<file path="config.mk">
export PLATFORM = sky130hd
export DESIGN_NAME = vxg_gate
export DESIGN_NICKNAME = d
export VERILOG_FILES = /design/src/verilog/vxg_leaf_filter.v /design/src/verilog/vxg_gate.v
export VERILOG_INCLUDE_DIRS = /design/src /design/src/verilog
export SDC_FILE = /design/constraint.sdc
export NUM_CORES = 1
export LEC_CHECK = 0
export BUFFER_PORTS_ARGS = -buffer_cell sky130_fd_sc_hd__buf_2
export CORE_AREA = 2 2 165 167
export DETAILED_ROUTE_END_ITERATION = 12
export DIE_AREA = 0 0 167 169
export PLACE_DENSITY = 0.58
export SETUP_SLACK_MARGIN = 0.2
export SLEW_MARGIN = 40
export SYNTH_ARGS = -nofsm -noshare
export SYNTH_HDL_FRONTEND = slang
export SYNTH_SLANG_ARGS = --single-unit
export TNS_END_PERCENT = 1
</file>
<file path="constraint.sdc">
create_clock -name mclk -period 7.8 [get_ports mclk]
set_input_delay 1.17 -clock mclk [delete_from_list [all_inputs] [get_ports mclk]]
set_output_delay 1.17 -clock mclk [all_outputs]
set_load 0.05 [all_outputs]
</file>
<file path="src/verilog/vxg_defines.vh">
// constants for the virtualization instruction gating block
`ifndef VXG_DEFINES_VH
`define VXG_DEFINES_VH

`define VXG_OP_W            4
`define VXG_OP_GUEST_ENTRY  4'h1
`define VXG_OP_STATE_LOAD   4'h2
`define VXG_OP_STATE_SAVE   4'h3
`define VXG_OP_GIF_CLEAR    4'h4
`define VXG_OP_GIF_SET      4'h5
`define VXG_OP_HV_CALL      4'h6
`define VXG_OP_TLB_INVAL    4'h7
`define VXG_OP_SEC_START    4'h8
`define VXG_OP_GUEST_EXIT   4'h9

`define VXG_LEAF_FEATURE    32'h0000_0001
`define VXG_LEAF_EXT_FEAT   32'h8000_0001
`define VXG_LEAF_VIRT_FEAT  32'h8000_000a
`define VXG_LEAF_HV_LO      32'h4000_0000
`define VXG_LEAF_HV_HI      32'h4000_00ff
`define VXG_HV_PRESENT_BIT  31
`define VXG_EXT_VIRT_BIT    2
`define VXG_EXT_SECURE_STARTUP_INSTR_BIT  12
`define VXG_LOCK_BIT        2

`define VXG_PAGE_BITS       12
`define VXG_ADDR_W          52

`define VXG_ST_HOST         2'h0
`define VXG_ST_GUEST        2'h1

`endif

</file>
<file path="src/verilog/vxg_leaf_filter.v">
// feature-leaf answer filter: hides the hypervisor-present bit and hypervisor-owned leaves
`timescale 1ns/1ps
`default_nettype none
`include "vxg_defines.vh"

module vxg_leaf_filter (
  input  wire [31:0] leaf,
  input  wire [31:0] raw_ecx,
  input  wire [31:0] raw_edx,
  output wire        undefined,
  output wire [31:0] ecx,
  output wire [31:0] edx
);
  wire is_basic;
  assign is_basic  = (leaf == `VXG_LEAF_FEATURE);
  // hypervisor range is never answered by hardware
  assign undefined = (leaf >= `VXG_LEAF_HV_LO) && (leaf <= `VXG_LEAF_HV_HI);
  assign ecx = undefined ? 32'h0000_0000 :
               (is_basic ? (raw_ecx & ~(32'h0000_0001 << `VXG_HV_PRESENT_BIT))
                         : raw_ecx);
  assign edx = undefined ? 32'h0000_0000 : raw_edx;
endmodule
`default_nettype wire

</file>
<file path="src/verilog/vxg_gate.v">
// instruction gating, identification answers and guest-mode entry for virtualization
`timescale 1ns/1ps
`default_nettype none
`include "vxg_defines.vh"
// What this block does
// - Guest entry, state load/save, flag clear, hypervisor call and tagged invalidate run only with the enable bit set, else fault.
// - Secure startup and flag set run when the enable bit or the secure-startup capability is set, else fault.
// - Bit 31 of the counter register of feature leaf 0x1 reads zero on real hardware.
// - Leaves 0x40000000 to 0x400000FF are left undefined by hardware for hypervisor use.
// - Guest entry takes one operand, the physical address of a 4KB-aligned control block.
// - Guest mode is entered only by guest entry, and some instructions behave differently there.
// - The control block intercept list and control bits decide intercepts and pre-run actions.

module vxg_gate #(
  parameter ADDR_W = `VXG_ADDR_W
) (
  input  wire              mclk,
  input  wire              rst,
  input  wire              clk_en,
  input  wire              instr_valid,
  input  wire [3:0]        instr_op,
  input  wire [ADDR_W-1:0] instr_operand,
  input  wire              virt_enable_bit,
  input  wire              cap_virt,
  input  wire              cap_secure_startup,
  input  wire              virt_disable_bit,
  input  wire              virt_lock_capability,
  input  wire              in_smm,
  input  wire [31:0]       intercept_list,
  input  wire [31:0]       exec_ctrl,
  input  wire              guest_op_valid,
  input  wire [4:0]        guest_op_event,
  input  wire              leaf_valid,
  input  wire [31:0]       leaf,
  input  wire [31:0]       leaf_raw_ecx,
  input  wire [31:0]       leaf_raw_edx,
  output reg               exec_ok,
  output reg               invalid_opcode_fault,
  output reg               entry_fault,
  output reg               guest_mode,
  output reg  [ADDR_W-1:0] ctrl_block_addr,
  output reg  [31:0]       active_intercepts,
  output reg  [31:0]       active_ctrl,
  output reg               pre_run_action,
  output reg               intercept_hit,
  output reg               global_int_flag,
  output reg               leaf_done,
  output reg               leaf_undefined,
  output reg  [31:0]       leaf_ecx,
  output reg  [31:0]       leaf_edx
);
  reg  [1:0] state_q;
  reg  [1:0] state_d;
  reg        grp_a;
  reg        grp_b;
  reg        allowed;
  wire       align_ok;
  wire       f_undef;
  wire [31:0] f_ecx;
  wire [31:0] f_edx;
  wire [31:0] ext_ecx;
  wire       entry_try;
  wire       entry_go;
  wire       entering;
  wire       leaving;
  wire       gif_clr;
  wire       gif_set;

  // extended feature leaf reports the virtualization and secure-startup capability bits of this core
  assign ext_ecx = (leaf == `VXG_LEAF_EXT_FEAT) ?
                   (leaf_raw_ecx | ({31'h0000_0000, cap_virt} << `VXG_EXT_VIRT_BIT)
                                 | ({31'h0000_0000, cap_secure_startup} << `VXG_EXT_SECURE_STARTUP_INSTR_BIT))
                   : leaf_raw_ecx;

  vxg_leaf_filter u_filt (
    .leaf      (leaf),
    .raw_ecx   (ext_ecx),
    .raw_edx   ((leaf == `VXG_LEAF_VIRT_FEAT) ?
                (leaf_raw_edx | ({31'h0000_0000, virt_lock_capability} << `VXG_LOCK_BIT))
                : leaf_raw_edx),
    .undefined (f_undef),
    .ecx       (f_ecx),
    .edx       (f_edx)
  );

  assign align_ok = (instr_operand[`VXG_PAGE_BITS-1:0] == {`VXG_PAGE_BITS{1'b0}});

  // a permitted entry only switches mode when aligned and outside the management handler
  assign entry_try = instr_valid && allowed && (instr_op == `VXG_OP_GUEST_ENTRY);
  assign entry_go  = entry_try && align_ok && !in_smm;
  assign entering  = (state_q == `VXG_ST_HOST) && (state_d == `VXG_ST_GUEST);
  assign leaving   = (state_q == `VXG_ST_GUEST) && (state_d == `VXG_ST_HOST);
  assign gif_clr   = instr_valid && allowed && (instr_op == `VXG_OP_GIF_CLEAR);
  assign gif_set   = instr_valid && allowed && (instr_op == `VXG_OP_GIF_SET);

  always @* begin
    grp_a = 1'b0;
    grp_b = 1'b0;
    case (instr_op)
      `VXG_OP_GUEST_ENTRY,
      `VXG_OP_STATE_LOAD,
      `VXG_OP_STATE_SAVE,
      `VXG_OP_GIF_CLEAR,
      `VXG_OP_HV_CALL,
      `VXG_OP_TLB_INVAL: grp_a = 1'b1;
      `VXG_OP_GIF_SET,
      `VXG_OP_SEC_START: grp_b = 1'b1;
      default: begin
        grp_a = 1'b0;
        grp_b = 1'b0;
      end
    endcase
    allowed = 1'b0;
    if (grp_a) begin
      allowed = virt_enable_bit;
    end else if (grp_b) begin
      allowed = virt_enable_bit | cap_secure_startup;
    end else if (instr_op == `VXG_OP_GUEST_EXIT) begin
      allowed = 1'b1;
    end
    state_d = state_q;
    case (state_q)
      `VXG_ST_HOST: begin
        // only a permitted, aligned entry outside the management handler switches mode
        if (instr_valid && allowed && (instr_op == `VXG_OP_GUEST_ENTRY) && align_ok &&
            !in_smm) begin
          state_d = `VXG_ST_GUEST;
        end
      end
      `VXG_ST_GUEST: begin
        if ((instr_valid && (instr_op == `VXG_OP_GUEST_EXIT)) ||
            (guest_op_valid && active_intercepts[guest_op_event])) begin
          state_d = `VXG_ST_HOST;
        end
      end
      default: state_d = `VXG_ST_HOST;
    endcase
  end

  // mode register and its copy on the output
  always @(posedge mclk or posedge rst) begin
    if (rst) begin
      state_q    <= `VXG_ST_HOST;
      guest_mode <= 1'b0;
    end else if (clk_en) begin
      state_q    <= state_d;
      guest_mode <= (state_d == `VXG_ST_GUEST);
    end
  end

  // one-cycle answers to each instruction request
  always @(posedge mclk or posedge rst) begin
    if (rst) begin
      exec_ok              <= 1'b0;
      invalid_opcode_fault <= 1'b0;
      entry_fault          <= 1'b0;
    end else if (clk_en) begin
      exec_ok              <= instr_valid && allowed;
      invalid_opcode_fault <= instr_valid && !allowed;
      entry_fault          <= entry_try && !entry_go;
    end
  end

  // control block capture on entry; intercepts dropped on exit so the host is never caught
  always @(posedge mclk or posedge rst) begin
    if (rst) begin
      ctrl_block_addr   <= {ADDR_W{1'b0}};
      active_intercepts <= 32'h0000_0000;
      active_ctrl       <= 32'h0000_0000;
      pre_run_action    <= 1'b0;
    end else if (clk_en) begin
      pre_run_action <= 1'b0;
      if (entering) begin
        ctrl_block_addr   <= instr_operand;
        active_intercepts <= intercept_list;
        active_ctrl       <= exec_ctrl;
        pre_run_action    <= |exec_ctrl;
      end else if (leaving) begin
        active_intercepts <= 32'h0000_0000;
      end
    end
  end

  // guest operation that matches the captured intercept list
  always @(posedge mclk or posedge rst) begin
    if (rst) begin
      intercept_hit <= 1'b0;
    end else if (clk_en) begin
      intercept_hit <= (state_q == `VXG_ST_GUEST) && guest_op_valid &&
                       active_intercepts[guest_op_event];
    end
  end

  // global interrupt flag: entry sets it, clear and set instructions move it
  always @(posedge mclk or posedge rst) begin
    if (rst) begin
      global_int_flag <= 1'b1;
    end else if (clk_en) begin
      if (entering) begin
        global_int_flag <= 1'b1;
      end else if (!leaving && gif_clr) begin
        global_int_flag <= 1'b0;
      end else if (!leaving && gif_set) begin
        global_int_flag <= 1'b1;
      end
    end
  end

  // identification answers, held until the next query; leaf_done is high for one cycle only
  always @(posedge mclk or posedge rst) begin
    if (rst) begin
      leaf_done      <= 1'b0;
      leaf_undefined <= 1'b0;
      leaf_ecx       <= 32'h0000_0000;
      leaf_edx       <= 32'h0000_0000;
    end else if (clk_en) begin
      leaf_done <= leaf_valid;
      if (leaf_valid) begin
        leaf_undefined <= f_undef;
        leaf_ecx       <= f_ecx;
        leaf_edx       <= f_edx;
      end
    end
  end
endmodule
`default_nettype wire

</file>
== Word-level counts from Yosys, hierarchy flattened ==
Index checks and enable logic that the tools add are counted.

* $lt $le $gt $ge: 3
* Eq/ne operators: 14
* Mux-type cells: 21
* Bitwise gates (word level): 4
* Reduce and logical (&&, ||, !) cells: 34

{| class="wikitable"
|+ Operator list
! operator !! number
|-
| 2-to-1 mux 32 bit || 7
|-
| == test 32 bit (second input constant) || 2
|-
| OR 32 x 3 -> 32 bit || 2
|-
| == test 32 x 1 -> 1 bit (second input constant) || 1
|-
| >= comparator 32 x 31 -> 1 bit (second input constant) || 1
|-
| <= comparator 32 x 31 -> 1 bit (second input constant) || 1
|-
| OR 32 x 13 -> 32 bit || 1
|-
| OR reduction 32 bit || 1
|-
| logical AND 1 bit || 17
|-
| == test 4 x 3 -> 1 bit (second input constant) || 4
|-
| logical NOT 12 bit || 1
|-
| 2-to-1 mux 1 bit || 10
|-
| == test 4 x 2 -> 1 bit (second input constant) || 2
|-
| == test 4 bit (second input constant) || 2
|-
| AND reduction 2 bit || 4
|-
| < comparator 5 x 6 -> 1 bit (second input constant) || 1
|-
| OR reduction 6 bit || 1
|-
| binary-select mux 1 bit (select 5 bit) || 1
|-
| == test 2 x 1 -> 1 bit (second input constant) || 2
|-
| == test 4 x 1 -> 1 bit (second input constant) || 1
|-
| logical NOT 1 bit || 4
|-
| logical NOT 2 bit || 2
|-
| 2-to-1 mux 2 bit || 2
|-
| case mux 2 bit (2 select lines) || 1
|-
| other kinds (5) || 5
|}

* Word-level logic and storage cells: 91
* Bits of input ports: 233
* Output and inout bits: 189
* Bits in registers: 191

== Longest topological paths before layout ==
Gate-level depths: netlist of run 1.

* Depth in word-level cells: 18
* Mapped depth: 9
* Mapped depth without buffers: 6

== Modules after synthesis ==
From an unflattened synthesis of run 1, not the netlist that was laid out.

* Cell total of the unflattened synthesis: 589
* Area total of the unflattened synthesis: 8,149.1 sq um

{| class="wikitable"
|+ By module, submodules not included
! module !! times used !! seq. area each (sq um) !! area each (sq um) !! cells each
|-
| vxg_gate || 1 || 4,780.8 || 7,617.3 || 504
|-
| vxg_leaf_filter || 1 || 0.0 || 531.8 || 85
|}

== Least setup slack after synthesis of run 1 ==
No wires, ideal clock.

* Path type: input-to-reg
* Start: in instr_operand[0]
* End: reg active_ctrl[14]
* Data required time: 7.681 ns
* Stages on the path: 9
* Data arrival time: 2.725 ns
* Slack: 4.956 ns
* Path through: nor4_1 > nand4_1 > a2111o_1 > or2_1 > clkbuf_1 > buf_2 > buf_2 > nand2_1 > nand2_1

* Cells in the longest elaborated chain, start to end: 8

{| class="wikitable"
|+ Ends and longest elaborated chain
! what !! RTL line !! source
|-
| from (decl) || vxg_gate.v:22 || <nowiki>input wire [ADDR_W-1:0] instr_operand,</nowiki>
|-
| logical NOT 12 bit || vxg_gate.v:86 || <nowiki>assign align_ok = (instr_operand[`VXG_PAGE_BITS-1:0] == {`VXG_PAGE_BITS{1'b0}});</nowiki>
|-
| logical AND 1 bit (2 in a row) || vxg_gate.v:125 || <nowiki>if (instr_valid && allowed && (instr_op == `VXG_OP_GUEST_ENTRY) && align_ok &&</nowiki>
|-
| 2-to-1 mux 2 bit || vxg_gate.v:125 ||
|-
| case mux 2 bit (2 select lines) || vxg_gate.v:122 || <nowiki>case (state_q)</nowiki>
|-
| == test 2 x 1 -> 1 bit (no source line) || -- ||
|-
| logical AND 1 bit || vxg_gate.v:91 || <nowiki>assign entering = (state_q == `VXG_ST_HOST) && (state_d == `VXG_ST_GUEST);</nowiki>
|-
| AND reduction 2 bit (no source line) || -- ||
|-
| to (signal assigned) || vxg_gate.v:176 || <nowiki>active_ctrl <= exec_ctrl;</nowiki>
|-
| to (decl) || vxg_gate.v:43 || <nowiki>output reg [31:0] active_ctrl,</nowiki>
|}

No other way between the ends.
A chain may end at the register's enable or synchronous reset.

== Worst setup path in the final report of run 1 ==
* Start: in instr_operand[6]
* End: reg ctrl_block_addr[18]

* Cells in the longest elaborated chain, start to end: 8

{| class="wikitable"
|+ Ends and longest elaborated chain
! what !! RTL line !! source
|-
| logical NOT 12 bit || vxg_gate.v:86 ||
|-
| logical AND 1 bit (2 in a row) || vxg_gate.v:125 ||
|-
| 2-to-1 mux 2 bit || vxg_gate.v:125 ||
|-
| case mux 2 bit (2 select lines) || vxg_gate.v:122 ||
|-
| == test 2 x 1 -> 1 bit (no source line) || -- ||
|-
| logical AND 1 bit || vxg_gate.v:91 ||
|-
| AND reduction 2 bit (no source line) || -- ||
|-
| to (signal assigned) || vxg_gate.v:167 || <nowiki>ctrl_block_addr <= {ADDR_W{1'b0}};</nowiki>
|-
| to (signal assigned) || vxg_gate.v:174 || <nowiki>ctrl_block_addr <= instr_operand;</nowiki>
|-
| to (decl) || vxg_gate.v:41 || <nowiki>output reg [ADDR_W-1:0] ctrl_block_addr,</nowiki>
|}

No other way between the ends.

==> metrics, run 1 <==
run status=finished clean; biggest fanout along the worst timing path=78; global-route wire length before repair=between 30 and 40 mm; Synth Flop Type=sky130_fd_sc_hd__dfrtp_1; antenna violations before repair=0; clock tree from TritonCTS=built; post-synthesis register bit count=191; sequential cell area fraction in the yosys report=a little over three fifths; total area of multi-input combinational cells=roughly 0.0026 sq mm; number of nets still failing antenna checks after routing=0; Sequential cell area=between 0.004 and 0.005 sq mm; power density relative to cell area=216 mW/mm^2; number of vias per cell after detailed routing=4.59; starting density of the core=between 20 and 30%; Die Outline Area=0.0282 sq mm; number of primary I/O pins=roughly 420; vias post-DR=approximately 6600; DRC errors left=0; Cells after DPL=between 1000 and 1500; overall power consumption=between 2 and 2.5 mW; maximum ir drop on the vdd rail=around 130 uV; DR pass1 iterations=4; data required time at the worst endpoint=~8.2 ns; post-synth top area share=around 63%; DP HPWL=17.5 mm; Ys Warns=0; number of rows created at floorplan=60; number of pins exceeding their max-slew limit in the final report=0; number of nets produced by synthesis=~910; remaining global-route overflow=0; mapped cell area=roughly 0.0076 sq mm; average wire per standard cell=around 17 um; Diodes inserted=0; cts hold-fix bufs=0; via count of the first global-routing pass=6454; clock tree root buffer cell=sky130_fd_sc_hd__clkbuf_16; setup repair after global routing missed its margin=no; Die Span Y=between 150 and 200 um; Critical Path Sink Type=flip-flop; transition time at the pin with the least slew margin=between 0.7 and 0.8 ns; CTS max path bufs=2; dpl cell area=0.00997 sq mm; clock-pin transition on the worst setup and hold timing paths=~0.08 ns; fin util=40.1%; largest cells by area after synthesis=sky130_fd_sc_hd__dfrtp_1, sky130_fd_sc_hd__nand2_1, sky130_fd_sc_hd__a22o_1; pin count of the biggest net entering global routing=~120; Final min period=about 3.6 ns; startpoint type of the worst setup path=primary input; total negative slack=0 ns; WP data arrival=roughly 4 ns; H-tree lvl count=4; input/output buffers=420; drt first-iter violations=453; Avg Synthesized Cell Area=11.3 sq um; count of placed standard cells in the final layout, fillers left out=around 1400; gate count of the mapped netlist=slightly below 700; Fill cells=~2700; total of max-cap violations=0; Final setup violation count=0; GP Congestion=around 0.78; P&R area growth vs syn=40.3%; core footprint=0.0265 sq mm; clock insertion delay at the later pin of the skew report=roughly 0.42 ns; category of the most critical setup path=in -> reg; # Post-CTS Setup Buffers=0; number of CTS-inserted buffers=17; global router's overall resource usage=16.4%; maximum achievable frequency=0.279 GHz; worst setup skew after layout=around 0.014 ns; total clock sinks=~190; dominant cell type by area after synthesis=sky130_fd_sc_hd__dfrtp_1; share of flip-flops with an asynchronous set or reset=100%; hold violation total from the final report=0; fraction of layout instances using a drive strength above 1=43.1%; count of instances resized after the clock tree is built=0; Layout Cell Area excl Fill=between 0.01 and 0.015 sq mm; worst slew margin relative to its limit=around half; static leakage=6.09 nW; drt total wl=23.8 mm; Cell variety after synth=52; die width=roughly 170 um; number of flops mapped to enable cells by yosys=0; net count of the finished layout=around 1300; final worst-path cycle share=46.0%; HP Class=reg -> reg
layer usage:
metal | global-route usage (%) | up-vias | part of all wire [%]
li1 | - | 3155 | -
met1 | 22.7 | 3146 | 45
met2 | 25.9 | 262 | 47
met3 | 4.14 | 18 | 7.1
met4 | 3.79 | 0 | 1.2
met5 | 0 | - | 0
Yosys cell counts, types with 2 or more instances:
cell,instances
sky130_fd_sc_hd__nor2b_1,3
sky130_fd_sc_hd__nor2_1,10
sky130_fd_sc_hd__clkbuf_1,21
sky130_fd_sc_hd__o21ai_1,3
sky130_fd_sc_hd__dfrtp_1,190
sky130_fd_sc_hd__o21ai_0,8
sky130_fd_sc_hd__nor3_1,2
sky130_fd_sc_hd__o2bb2ai_1,2
sky130_fd_sc_hd__nand2_1,223
sky130_fd_sc_hd__inv_1,10
sky130_fd_sc_hd__nand2b_1,2
sky130_fd_sc_hd__buf_2,15
sky130_fd_sc_hd__or3_1,2
sky130_fd_sc_hd__and4b_1,2
sky130_fd_sc_hd__mux4_1,5
sky130_fd_sc_hd__a21oi_1,3
sky130_fd_sc_hd__nor4_1,15
sky130_fd_sc_hd__mux2i_1,6
sky130_fd_sc_hd__a21o_1,2
sky130_fd_sc_hd__nand4_1,3
sky130_fd_sc_hd__a22o_1,94
sky130_fd_sc_hd__and2_1,13
sky130_fd_sc_hd__nand3_1,5
sky130_fd_sc_hd__a211o_1,2
sky130_fd_sc_hd__mux2_2,2
sky130_fd_sc_hd__buf_6,4
state kept, by name, indices dropped and copies added (netlist names), 2 cells and up:
| name | count |
|---|---|
| active_intercepts | 32 |
| leaf_edx | 32 |
| ctrl_block_addr | 52 |
| leaf_ecx | 32 |
| active_ctrl | 32 |
| state_q | 2 |
critical path, cell delays in order:
cell and delay [ns]:
sky130_fd_sc_hd__buf_2 0.10, sky130_fd_sc_hd__nor4_1 0.29, sky130_fd_sc_hd__nand4_1 0.29, sky130_fd_sc_hd__a2111o_1 0.55
sky130_fd_sc_hd__nor2_4 0.60, sky130_fd_sc_hd__buf_6 0.54, sky130_fd_sc_hd__nand2_1 0.22, sky130_fd_sc_hd__nand2_1 0.11
cell families after synthesis:
logic type	synth area share, %
and+or+nand+nor	16.3
DFF	63.1
AOI/OAI and AO/OA	14.5
buffers and inverters	3.22
muxes	2.82
where the power goes:
group	total [mW]	switching (mW)	internal [mW]
Combinational	0.382	0.265	0.116
Clock	0.857	0.416	0.441
Sequential	1.06	0.0256	1.04
Total	2.30	0.707	1.59
final timing paths:
path | slack [ns] | to | from | cells after the start
setup / recovery | 4.21 | ctrl_block_addr[18] | instr_operand[6] | 8
setup reg to reg | 5.20 | ctrl_block_addr[18] | state_q[0] | 7
hold reg to reg | 0.46 | active_ctrl[13] | active_ctrl[13] | 2
max in group asynchronous | 5.88 | leaf_ecx[5] | rst | 4
hold / removal | 0.46 | active_ctrl[13] | active_ctrl[13] | 2
min in group asynchronous | 0.79 | leaf_ecx[11] | rst | 2
per-stage QoR:
step                hold slack [ns]  setup slack [ns]
finish                        0.461              4.21
global route                  0.480              3.97
CTS                           0.466              3.93
detailed placement            0.451              3.46
global placement              0.445              3.52
floorplan                     0.501              1.43
layout by cell type (no fill, tap or decap), types with 3 or more instances in the layout:
cell / instances
sky130_fd_sc_hd__nand4_1: 3
sky130_fd_sc_hd__nor4_1: 15
sky130_fd_sc_hd__mux4_1: 5
sky130_fd_sc_hd__nand3_1: 5
sky130_fd_sc_hd__inv_1: 9
sky130_fd_sc_hd__o21ai_1: 3
sky130_fd_sc_hd__dfrtp_1: 190
sky130_fd_sc_hd__o21ai_0: 8
sky130_fd_sc_hd__buf_6: 3
sky130_fd_sc_hd__and2_1: 13
sky130_fd_sc_hd__nand2_1: 222
sky130_fd_sc_hd__clkbuf_16: 17
sky130_fd_sc_hd__nor2_1: 9
sky130_fd_sc_hd__clkinv_4: 4
sky130_fd_sc_hd__nor2b_1: 3
sky130_fd_sc_hd__a22o_1: 94
sky130_fd_sc_hd__buf_2: 420
sky130_fd_sc_hd__inv_8: 4
sky130_fd_sc_hd__mux2i_1: 6
layout make-up:
| cell class | instances | share of cell area (%) |
|---|---|---|
| clock buffers | 20 | 4.30 |
| clock inverters | 12 | 1.13 |
| inverters | 10 | 0.471 |
| multi-input cells | 431 | 24.2 |
| flip-flops and latches | 191 | 45.0 |
| well taps | 341 | 4.01 |
| repair buffers | 428 | 20.9 |
Power figures use the tool's default switching activity.
==> run 2: changes to the inputs <==
Settings changed: CORE_AREA 2 2 165 167 to 2 2 163 165, DIE_AREA 0 0 167 169 to 0 0 165 167, PLACE_DENSITY 0.58 to 0.61.
Clock period 7.8 ns to 3 ns, I/O delays scaled along.
==> run 2 against run 1 <==
Compared with the run above:
- critical path depth decreased by 1
- register-to-register slack got worse by 4.5 ns
- cell area increased by 0.11%
- clock skew decreased by 0.0032 ns
- die area decreased by 2.4%
- flip-flop and latch count unchanged
- hold slack got worse by 0.30 ns
- sequential power increased to 2.6 times the previous value
- core utilization increased by 1.2 points
- critical endpoint is now active_intercepts[6]
- largest cell class unchanged
==> metrics, run 2 (synthesis gave the netlist of run 1 again) <==
run status=finished clean; number of primary I/O pins=422 (unchanged); global router's overall resource usage=16.4% (+0.025 points); Fill cells=2541 (-4.6%); HP Class=in -> async; Pint=4.19 mW (+160%); data required time at the worst endpoint=3.36 ns (-4.80 ns); pin count of the biggest net entering global routing=116 (unchanged); part of the power in combinational logic=16.3% (-0.3 points); H-tree lvl count=4 (unchanged); total area of multi-input combinational cells=0.00257 sq mm (unchanged); Final min period=2.29 ns; clock-pin transition on the worst setup and hold timing paths=0.08 ns (about the same); total clock sinks=191 (unchanged); via count of the first global-routing pass=6284 (-2.6%); number of nets still failing antenna checks after routing=0 (unchanged); transition time at the pin with the least slew margin=0.720 ns (-0.0302 ns); maximum achievable frequency=roughly 0.44 GHz; global-route wire length before repair=35.2 mm (-4.0%); met3 Track Usage GR=3.86% (-0.28 points); GP Congestion=0.809 (+4.1%); global-route met2 utilization=26.9% (+0.98 points); commonest non-fill, non-tap cell in the layout=sky130_fd_sc_hd__buf_2; count of instances resized after the clock tree is built=0 (unchanged); Diodes inserted=0 (unchanged); Reg-to-Reg End=active_intercepts[6]; Register-to-Register Path Depth=7 (unchanged); busiest layer in global routing=met2; switching portion of total power=30.8% (about the same); NetSw=1.86 mW (+160%); drt total wl=23.4 mm (-1.8%); clock tree root buffer cell=sky130_fd_sc_hd__clkbuf_16; vias post-DR=6557 (-0.36%); number of pins exceeding their max-slew limit in the final report=0 (unchanged); Critical Path Sink Type=flip-flop; startpoint type of the worst setup path=flip-flop; hold violation total from the final report=0 (unchanged); commonest cells after routing, fill and taps aside=sky130_fd_sc_hd__buf_2, sky130_fd_sc_hd__nand2_1, sky130_fd_sc_hd__dfrtp_1; total of max-cap violations=0 (unchanged); remaining global-route overflow=0 (unchanged); overall power consumption=6.06 mW (+160%); register ranked first by flip-flop count=ctrl_block_addr; input/output buffers=420 (unchanged); clock insertion delay at the later pin of the skew report=0.42 ns (about the same); cts hold-fix bufs=0 (unchanged); clock tree from TritonCTS=built; met1 capacity usage during global routing=21.7% (-1.1 points); static leakage=6.09 nW (about the same); biggest fanout along the worst timing path=21 (-73%); net count of the finished layout=1312 (unchanged); starting density of the core=29.4% (+0.82 points); total negative slack=0 ns (unchanged); Die Span Y=167 um (-1.2%); CTS max path bufs=2 (unchanged); number of vias per cell after detailed routing=4.59 (about the same); WP data arrival=2.64 ns (-1.31 ns); setup repair after global routing missed its margin=no; DRC errors left=0 (unchanged); register-to-register path setup slack=0.71 ns (-4.49 ns); P&R area growth vs syn=40.4%; Reg power frac=45.5% (-0.6 points); DP HPWL=17.4 mm (-0.63%); core footprint=0.0258 sq mm (-2.8%); final worst-path cycle share=about three quarters; die width=165 um (-1.2%); Worst Setup EP=active_intercepts[6]; DR pass1 iterations=4 (unchanged); power density relative to cell area=569 mW/mm^2 (+160%); category of the most critical setup path=reg -> reg; worst slew margin relative to its limit=52.0% (+2.0 points); fraction of layout instances using a drive strength above 1=43.1% (unchanged); Die Outline Area=0.0276 sq mm (-2.4%); antenna violations before repair=0 (unchanged); part of the total power dissipated in the clock network=38.1% (+0.8 points); RR Startpoint=active_intercepts[9]; number of flip-flops in the largest register=52 (unchanged); drt first-iter violations=382 (-16%); average wire per standard cell=16.4 um (-1.4%); Critical path origin=active_intercepts[9]; Final setup violation count=0 (unchanged); maximum ir drop on the vdd rail=359 uV (+180%); number of CTS-inserted buffers=17 (unchanged); Sequential cell area=0.00478 sq mm (unchanged); number of rows created at floorplan=59 (-1.7%); # Post-CTS Setup Buffers=0 (unchanged); worst setup skew after layout=0.0112 ns (-0.00315 ns)
-- run 2: cell count changes in the layout (fill, tap and decap cells not counted), sizes merged --
cell / change
clkbuf: -2
bufinv: +1
clkinv: -1
clkinvlp: +1
inv: +1
-- run 2: routing by layer --
layer | vias up | routed length [um]
li1 | 3160 | -
met5 | - | 0
met1 | 3114 | 10100
met3 | 21 | 1640
met4 | 0 | 339
met2 | 262 | 11300
-- run 2: final cells by class --
cell class / instances / area share (%)
Clock buffer: 18 / 4.03
Clock inverter: 14 / 1.66
Inverter: 10 / 0.388
Multi-Input combinational cell: 431 / 24.2
Sequential cell: 191 / 44.9
Tap cell: 335 / 3.94
Timing Repair Buffer: 428 / 20.9
-- run 2: critical path, cell delays in order, from the launching register on --
cell                        delay (ns)
sky130_fd_sc_hd__dfrtp_1          0.41
sky130_fd_sc_hd__mux4_1           0.51
sky130_fd_sc_hd__mux2i_1          0.22
sky130_fd_sc_hd__a311oi_1         0.13
sky130_fd_sc_hd__and4_4           0.23
sky130_fd_sc_hd__a2bb2oi_4        0.32
sky130_fd_sc_hd__buf_8            0.23
sky130_fd_sc_hd__a22o_1           0.15
-- run 2: per-stage QoR --
stage               std cells  utilization [%]  hold slack (ns)  worst slack, ns  area, sq um
finish                   1427             41.3            0.156            0.714        10600
global route             1427             41.3            0.188            0.563        10600
CTS                      1426             41.2            0.184            0.529        10600
detailed placement       1394             38.9            0.450            0.169        10000
global placement         1394             38.9            0.444            0.210        10000
floorplan                 673                -            0.501           0.0884         7580
-- run 2: power by group through the flow --
stage / combinational [mW] / clock (mW) / sequential, mW
final: 0.990 / 2.31 / 2.76
after global placement: 0.992 / 0 / 2.81
after CTS: 1.00 / 2.40 / 2.76
after detailed placement: 1.00 / 0 / 2.80
after floorplan: 0.206 / 0 / 3.22
after global routing: 1.05 / 2.50 / 2.77
-- run 2: worst min path at each step --
stage                     endpoint  slack (ns)  cells after the start
5_1_grt               leaf_ecx[13]        0.19                      3
4_1_cts        ctrl_block_addr[19]        0.18                      3
6_report              leaf_ecx[13]        0.16                      3
2_1_floorplan           state_q[1]        0.50                      1
3_5_place_dp        active_ctrl[1]        0.45                      2
3_3_place_gp   ctrl_block_addr[37]        0.44                      2
